File: src/rtl/ccu_pkg.sv
// Constants shared by the capture/compare unit.
// Assumes one system clock; no register bus, control bits are plain ports.
package ccu_pkg;
	// Mode field encodings (4 bits)
	localparam logic [3:0] MODE_OFF = 4'h0;
	localparam logic [3:0] MODE_CMP_TOGGLE = 4'h2;
	localparam logic [3:0] MODE_CAP_FALL = 4'h4;
	localparam logic [3:0] MODE_CAP_RISE = 4'h5;
	localparam logic [3:0] MODE_CAP_RISE4 = 4'h6;
	localparam logic [3:0] MODE_CAP_RISE16 = 4'h7;
	localparam logic [3:0] MODE_CMP_SET = 4'h8;
	localparam logic [3:0] MODE_CMP_CLEAR = 4'h9;
	localparam logic [3:0] MODE_CMP_SOFT = 4'hA;
	localparam logic [3:0] MODE_CMP_TRIG = 4'hB;
	// Capture source select encodings
	localparam logic [3:0] SRC_PIN = 4'h0;
	localparam logic [3:0] SRC_CMP1 = 4'h1;
	localparam logic [3:0] SRC_CMP2 = 4'h2;
	localparam logic [3:0] SRC_OSC = 4'h3;
	localparam logic [3:0] SRC_PCHG = 4'h4;
	localparam logic [3:0] SRC_LC1 = 4'h5;
	localparam logic [3:0] SRC_LC2 = 4'h6;
	localparam logic [3:0] SRC_LC3 = 4'h7;
	localparam logic [3:0] SRC_LC4 = 4'h8;
	// Prescale terminal counts
	localparam logic [3:0] PRE_DIV4_LAST = 4'h3;
	localparam logic [3:0] PRE_DIV16_LAST = 4'hF;
	// Reset values
	localparam logic [15:0] VALUE_RESET = 16'h0000;
	localparam logic [3:0] PRE_RESET = 4'h0;
endpackage

File: src/rtl/capture_compare_unit.sv
// One capture/compare unit; the device holds four copies of this module.
// Assumes timers, sources and software writes arrive synchronous to sys_clk.
`timescale 1ns/1ps
`default_nettype none

module capture_compare_unit #(
	parameter int WIDTH = 16 // Timer and value width
) (
	input wire logic sys_clk, // System clock, 200 MHz
	input wire logic srst, // Synchronous reset, active high
	input wire logic [3:0] unit_mode_field, // Mode field of the control register
	input wire logic unit_enable, // Module on bit of the control register
	input wire logic [3:0] capture_source_select, // Capture source choice
	input wire logic [1:0] pwm_timebase_select, // Pulse-width timebase choice
	input wire logic timer_select, // 0: timer zero, 1: timer one
	input wire logic [WIDTH-1:0] timer_zero_count_pair, // Timer zero count
	input wire logic [WIDTH-1:0] timer_one_count_pair, // Timer one count
	input wire logic remapped_pin_input, // Pin input, includes port write echo
	input wire logic comparator_one_result, // Comparator 1
	input wire logic comparator_two_result, // Comparator 2
	input wire logic numeric_oscillator, // Oscillator output
	input wire logic pin_change_event, // Pin change event
	input wire logic logic_cell_one_result, // Logic cell 1
	input wire logic logic_cell_two_result, // Logic cell 2
	input wire logic logic_cell_three_result, // Logic cell 3
	input wire logic logic_cell_four_result, // Logic cell 4
	input wire logic value_write, // Software write of value pair
	input wire logic [WIDTH-1:0] value_wdata, // Data for the value pair
	input wire logic irq_flag_clear, // Software clear of the flag
	output logic [WIDTH-1:0] capture_compare_value_pair, // Stored value
	output logic unit_irq_flag, // Sticky interrupt flag
	output logic compare_output, // Compare output latch
	output logic conversion_trigger, // One-cycle conversion trigger
	output logic [1:0] pwm_timebase // Chosen 8-bit timer for pulse width
);

	////////////////////////////////////////////////////////////////////////
	// Decoding

	// Mode classes
	wire logic is_rise4 = (unit_mode_field == ccu_pkg::MODE_CAP_RISE4);
	wire logic is_rise16 = (unit_mode_field == ccu_pkg::MODE_CAP_RISE16);
	wire logic is_fall = (unit_mode_field == ccu_pkg::MODE_CAP_FALL);
	wire logic is_rise1 = (unit_mode_field == ccu_pkg::MODE_CAP_RISE);
	wire logic capture_mode = unit_enable && (is_fall || is_rise1 || is_rise4 || is_rise16);
	wire logic compare_mode = unit_enable && (unit_mode_field == ccu_pkg::MODE_CMP_TOGGLE
		|| unit_mode_field == ccu_pkg::MODE_CMP_SET || unit_mode_field == ccu_pkg::MODE_CMP_CLEAR
		|| unit_mode_field == ccu_pkg::MODE_CMP_SOFT || unit_mode_field == ccu_pkg::MODE_CMP_TRIG);

	// Reference timer
	wire logic [WIDTH-1:0] ref_count = timer_select ? timer_one_count_pair : timer_zero_count_pair;

	// Source mux; an echo of a port write on remapped_pin_input captures too
	logic src_level;
	always_comb begin
		if (capture_source_select == ccu_pkg::SRC_PIN) begin
			src_level = remapped_pin_input;
		end else if (capture_source_select == ccu_pkg::SRC_CMP1) begin
			src_level = comparator_one_result;
		end else if (capture_source_select == ccu_pkg::SRC_CMP2) begin
			src_level = comparator_two_result;
		end else if (capture_source_select == ccu_pkg::SRC_OSC) begin
			src_level = numeric_oscillator;
		end else if (capture_source_select == ccu_pkg::SRC_PCHG) begin
			src_level = pin_change_event;
		end else if (capture_source_select == ccu_pkg::SRC_LC1) begin
			src_level = logic_cell_one_result;
		end else if (capture_source_select == ccu_pkg::SRC_LC2) begin
			src_level = logic_cell_two_result;
		end else if (capture_source_select == ccu_pkg::SRC_LC3) begin
			src_level = logic_cell_three_result;
		end else if (capture_source_select == ccu_pkg::SRC_LC4) begin
			src_level = logic_cell_four_result;
		end else begin
			src_level = 1'b0; // Unused codes give a quiet source
		end
	end

	////////////////////////////////////////////////////////////////////////
	// Edge detection and prescaler

	logic src_prev; // Source level one cycle ago
	logic [3:0] pre_count; // Qualifying rising edge count
	wire logic rise = src_level && !src_prev;
	wire logic fall = !src_level && src_prev;
	wire logic [3:0] pre_last = is_rise16 ? ccu_pkg::PRE_DIV16_LAST : ccu_pkg::PRE_DIV4_LAST;
	wire logic divided = is_rise4 || is_rise16;
	wire logic pre_hit = (pre_count >= pre_last); // Also catches a count left high by a setting change
	// Capture event per mode
	wire logic capture_event = capture_mode && ((is_fall && fall) || (is_rise1 && rise)
		|| (divided && rise && pre_hit));

	// Previous source level; kept in all modes so enabling sees no false edge
	always_ff @(posedge sys_clk) begin
		if (srst) begin
			src_prev <= 1'b0;
		end else begin
			src_prev <= src_level;
		end
	end

	// Prescaler; a change between divided settings keeps the count
	always_ff @(posedge sys_clk) begin
		if (srst || !capture_mode) begin
			pre_count <= ccu_pkg::PRE_RESET;
		end else if (divided && rise) begin
			pre_count <= pre_hit ? ccu_pkg::PRE_RESET : pre_count + 4'h1;
		end
	end

	////////////////////////////////////////////////////////////////////////
	// Compare

	wire logic match = compare_mode && (capture_compare_value_pair == ref_count);
	logic match_prev; // Match one cycle ago, so a held match acts once
	wire logic match_event = match && !match_prev;

	// Match history
	always_ff @(posedge sys_clk) begin
		if (srst) begin
			match_prev <= 1'b0;
		end else begin
			match_prev <= match;
		end
	end

	////////////////////////////////////////////////////////////////////////
	// Value pair

	// Capture wins over a software write in the same cycle
	// A timer held still (sleep) is taken as it stands, no special path
	always_ff @(posedge sys_clk) begin
		if (srst) begin
			capture_compare_value_pair <= ccu_pkg::VALUE_RESET;
		end else if (capture_event) begin
			capture_compare_value_pair <= ref_count;
		end else if (value_write) begin
			capture_compare_value_pair <= value_wdata;
		end
	end

	////////////////////////////////////////////////////////////////////////
	// Flag, output latch, trigger

	// Set beats clear
	always_ff @(posedge sys_clk) begin
		if (srst) begin
			unit_irq_flag <= 1'b0;
		end else if (capture_event || match_event) begin
			unit_irq_flag <= 1'b1;
		end else if (irq_flag_clear) begin
			unit_irq_flag <= 1'b0;
		end
	end

	// Output latch; a zeroed control forces it low
	always_ff @(posedge sys_clk) begin
		if (srst || (!unit_enable && unit_mode_field == ccu_pkg::MODE_OFF)) begin
			compare_output <= 1'b0;
		end else if (match_event) begin
			case (unit_mode_field)
				ccu_pkg::MODE_CMP_TOGGLE: compare_output <= !compare_output;
				ccu_pkg::MODE_CMP_SET: compare_output <= 1'b1;
				ccu_pkg::MODE_CMP_CLEAR: compare_output <= 1'b0;
				default: compare_output <= compare_output; // No pin change
			endcase
		end
	end

	// Trigger pulse on every match
	always_ff @(posedge sys_clk) begin
		if (srst) begin
			conversion_trigger <= 1'b0;
		end else begin
			conversion_trigger <= match_event;
		end
	end

	// Timebase select held per unit
	always_ff @(posedge sys_clk) begin
		if (srst) begin
			pwm_timebase <= 2'h0;
		end else begin
			pwm_timebase <= pwm_timebase_select;
		end
	end
endmodule

`default_nettype wire

File: config.mk
export PLATFORM = sky130hd
export DESIGN_NAME = capture_compare_unit
export DESIGN_NICKNAME = d
export VERILOG_FILES = /design/src/rtl/ccu_pkg.sv /design/src/rtl/capture_compare_unit.sv
export SDC_FILE = /design/constraint.sdc
export NUM_CORES = 1
export LEC_CHECK = 0
export ABC_AREA = 1
export BUFFER_PORTS_ARGS = -buffer_cell sky130_fd_sc_hd__buf_2
export CAP_MARGIN = 20
export CORE_AREA = 5 5 57 110
export DETAILED_ROUTE_END_ITERATION = 7
export DIE_AREA = 0 0 62 115
export GPL_TIMING_DRIVEN = 1
export PLACE_DENSITY_LB_ADDON = 0.1
export SLEW_MARGIN = 20
export SYNTH_ARGS = -nofsm -noshare
export SYNTH_HDL_FRONTEND = slang
export SYNTH_SLANG_ARGS = --single-unit
File: constraint.sdc
create_clock -name sys_clk -period 3.02 [get_ports sys_clk]
set_input_delay 0.302 -clock sys_clk [delete_from_list [all_inputs] [get_ports sys_clk]]
set_output_delay 0.302 -clock sys_clk [all_outputs]
set_load 0.1 [all_outputs]
==> results by group <==
Timing
  • Tightest Pin Transition: 837 ps
  • Hold Vio Cnt, Final: 0
  • Crit path time final: 1940 ps
  • Final worst clock skew: 5.15 ps
  • Maximum frequency from static timing analysis: 515 MHz
  • Setup repair after global routing missed its margin: no
  • Worst hold-check slack: 225 ps
  • Max transition margin: 0.440
  • Fraction of the cycle the final worst path needs: 0.643
  • Setup TNS: 0 ps
  • Final Max Slew Viols: 0
  • Final-report setup violation count: 0

Setup path
  • Data required time at the worst endpoint: 3160 ps
  • CP max stage cell: sky130_fd_sc_hd__nand2_4
  • Ordered list of cells on the worst path: buf_2 -> inv_1 -> nor2_1 -> nand3_1 -> ha_1 -> a21oi_1 -> nand2_1 -> nand4_4 -> nand3_4 -> nand2_4 -> nand2_1 -> nand2_1 -> a21oi_1
  • Launching element type of the critical path: input pin
  • Worst setup path category: in -> reg
  • Critical path's most frequent cell: sky130_fd_sc_hd__nand2_1
  • Slowest Stage Delay on Critical Path: 350 ps
  • Worst Path Arrival: 2090 ps
  • Bufs and invs on worst path: 2
  • Crit-path leading delay family: simple AND/OR/NAND/NOR gates
  • Critical path peak fanout: 33
  • Endpoint class of the critical path: flop

CTS
  • Reg clk slew, reported paths: 90 ps
  • Buffer levels on the longest clock path: 2
  • H-Tree Depth: 1
  • Count of hold-fix buffers inserted at cts: 0
  • TritonCTS sink count: 27
  • Root buffer cell: sky130_fd_sc_hd__clkbuf_8
  • Clock Latency Late Sink: 270 ps
  • CTS tree: yes
  • Buffers inserted by post-CTS timing repair: 0
  • Num CTS Buffers: 3
  • Post-CTS Resized: 0

Pwr
  • Part of the total power dissipated in sequential elements: 0.420
  • Sw frac: 0.386
  • Switching Power: 0.000353 W
  • Power Dens Cells: 349 nW/um2
  • Comb pwr share: 0.348
  • Clk network pwr share: 0.232
  • Internal power: 0.000561 W
  • Post-route total power: 0.000913 W
  • Worst VDD drop: 0.292 mV
  • Leakage power: 1.45 nW

Synthesis
  • Fraction of registers with async set/reset: 0
  • Count of flip-flops with a built-in enable after synthesis: 0
  • Main combinational cell family by area after synthesis: simple AND/OR/NAND/NOR gates
  • Unique masters post-synth: 31
  • Register bit count reported by yosys: 27
  • Post-Syn Instances: 352
  • Top_reg_cell synth: sky130_fd_sc_hd__dfxtp_1
  • Post-synthesis share of cell area spent on and, or, nand and nor gates: 0.442
  • Compound-Gate Fraction of Synth Area: 0.111
  • Warnings from Yosys: 0
  • Share of synthesized area spent on multiplexers: 0.00475
  • Synthesized-area fraction occupied by adder cells: 0.0178
  • Xor-xnor portion of the synthesized cell area: 0.0374
  • Sequential share of the synthesized area: 0.257
  • Cell area after synthesis: 2110 um2
  • Average instance area after synthesis: 5.98 um2
  • Post-synth net total: 428

GRT
  • First-pass GRT wire length: 9450 um
  • Overall track demand over capacity in global routing: 0.169
  • Largest net degree at the start of global routing: 34
  • Global-route congestion overflow total: 0
  • Via count of the first global-routing pass: 2214
  • Number of antenna violations at the first check in global routing: 0

Placed design
  • Estimated wirelength of the detail-placed design: 4660 um
  • Quantity of I/O buffers inserted on ports: 93
  • Final estimated routing congestion in global placement: 0.802

Cells and area
  • Antenna diode count: 0
  • Synthesis-to-layout area growth: 24.4%
  • Total of fill cells in the finished design: 606
  • Leading cell type in the layout, fill and taps excluded: sky130_fd_sc_hd__nand2_1
  • Layout cell share with drive strength beyond 1: 0.252
  • Nets: 514
  • Commonest cells after routing, fill and taps aside: sky130_fd_sc_hd__nand2_1 (103), sky130_fd_sc_hd__buf_2 (93), sky130_fd_sc_hd__inv_1 (50)

Run
  • Max cap viols: 0

Route
  • DR vias: 2440
  • Initial DRC count: 96
  • Residual antenna-violating net count after detailed routing: 0
  • Length of the first detailed-routing pass in iterations: 4
  • Average wire per cell in the routed design: 12.1 um
  • Final routed wirelength across all metal layers: 5990 um
  • Final routed DRC violation total: 0
  • Vias per cell: 4.91

Hold path
  • Class of the tightest hold or removal check: in -> reg

Die
  • Core area: 5330 um2
  • Vertical die dimension: 115 um
  • Floorplan die width: 62 um
  • I/O pin cnt: 94
  • Starting utilization of the core area: 0.395
  • Number of placement rows: 38
  • Total die area: 7130 um2

Status
  • Run status: completed
per-stage QoR:
| stage | cells | worst slack, ps | instance area, um2 | utilization |
|---|---|---|---|---|
| 3_5_place_dp | 493 | 781 | 2570 | 0.483 |
| 3_3_place_gp | 493 | 788 | 2570 | 0.483 |
| 5_1_grt | 497 | 876 | 2620 | 0.492 |
| 6_report | 497 | 1080 | 2620 | 0.492 |
| 2_1_floorplan | 352 | 1090 | 2110 | - |
| 4_1_cts | 497 | 1070 | 2620 | 0.492 |
path summary, 6_finish.rpt:
path | to | start | slack (ps) | cells past startpoint
min | pwm_timebase[1]$_SDFF_PP0_ | pwm_timebase_select[1] | 220 | 3
max | capture_compare_value_pair[11]$_SDFFE_PP0P_ | unit_mode_field[2] | 1080 | 13
min reg2reg | conversion_trigger$_SDFF_PP0_ | match_prev$_SDFF_PP0_ | 460 | 1
max reg2reg | capture_compare_value_pair[11]$_SDFFE_PP0P_ | pre_count[3]$_SDFFE_PP0P_ | 1150 | 9
sequential cells by signal, indices dropped and copies added (netlist names):
register,cells
capture_compare_value_pair,16
compare_output,1
conversion_trigger,1
match_prev,1
pre_count,4
pwm_timebase,2
src_prev,1
unit_irq_flag,1
cells by family (layout without fill, tap and decap cells):
logic type	Yosys count	after routing
compound gates	45	45
xor+xnor	9	9
fa+ha+maj	3	3
buf+inv	65	150
flops	27	27
mux	1	1
simple gates	202	202
final cells by class:
class,count,area [um2],share of cell area
well taps,60,75.1,0.0287
clock buffers,4,45.0,0.0172
flip-flops and latches,27,541,0.206
multi-input cells,260,1290,0.493
inverters,52,195,0.0745
repair buffers,94,473,0.181
cell usage after synthesis, types with 4 or more instances:
library cell / instances / share of area
sky130_fd_sc_hd__a21oi_1: 22 / 0.052
sky130_fd_sc_hd__buf_2: 4 / 0.0095
sky130_fd_sc_hd__clkbuf_1: 5 / 0.0089
sky130_fd_sc_hd__dfxtp_1: 27 / 0.26
sky130_fd_sc_hd__inv_1: 50 / 0.089
sky130_fd_sc_hd__nand2_1: 103 / 0.18
sky130_fd_sc_hd__nand3_1: 46 / 0.11
sky130_fd_sc_hd__nand4_1: 5 / 0.015
sky130_fd_sc_hd__nor2_1: 24 / 0.043
sky130_fd_sc_hd__nor3_1: 7 / 0.017
sky130_fd_sc_hd__o21ai_0: 13 / 0.031
sky130_fd_sc_hd__o21ai_1: 6 / 0.014
sky130_fd_sc_hd__or2_2: 4 / 0.012
sky130_fd_sc_hd__xnor2_1: 4 / 0.017
sky130_fd_sc_hd__xor2_1: 5 / 0.021
worst reg2reg max path: cells and delay by family, from the launching register on:
| family | cells | cell delay (ps) |
|---|---|---|
| adders and majority gates | 1 | 300 |
| DFF | 1 | 330 |
| AOI/OAI and AO/OA | 2 | 180 |
| and+or+nand+nor | 6 | 940 |
power by group through the flow:
stage                     clock [W]  combinational [W]  sequential (W)
after detailed placement          0           0.000319        0.000391
after global routing       0.000234           0.000349        0.000385
after global placement            0           0.000315        0.000391
after floorplan                   0           0.000132        0.000487
after CTS                  0.000219           0.000320        0.000383
final                      0.000212           0.000318        0.000383
layer usage:
metal,share of wire,global-route usage,up-vias
met2,0.49,0.281,82
li1,-,-,1295
met1,0.42,0.214,1056
met5,0,0,-
met3,0.081,0.0292,7
met4,0.015,0.0538,0
(Power assumes the default switching activity.)
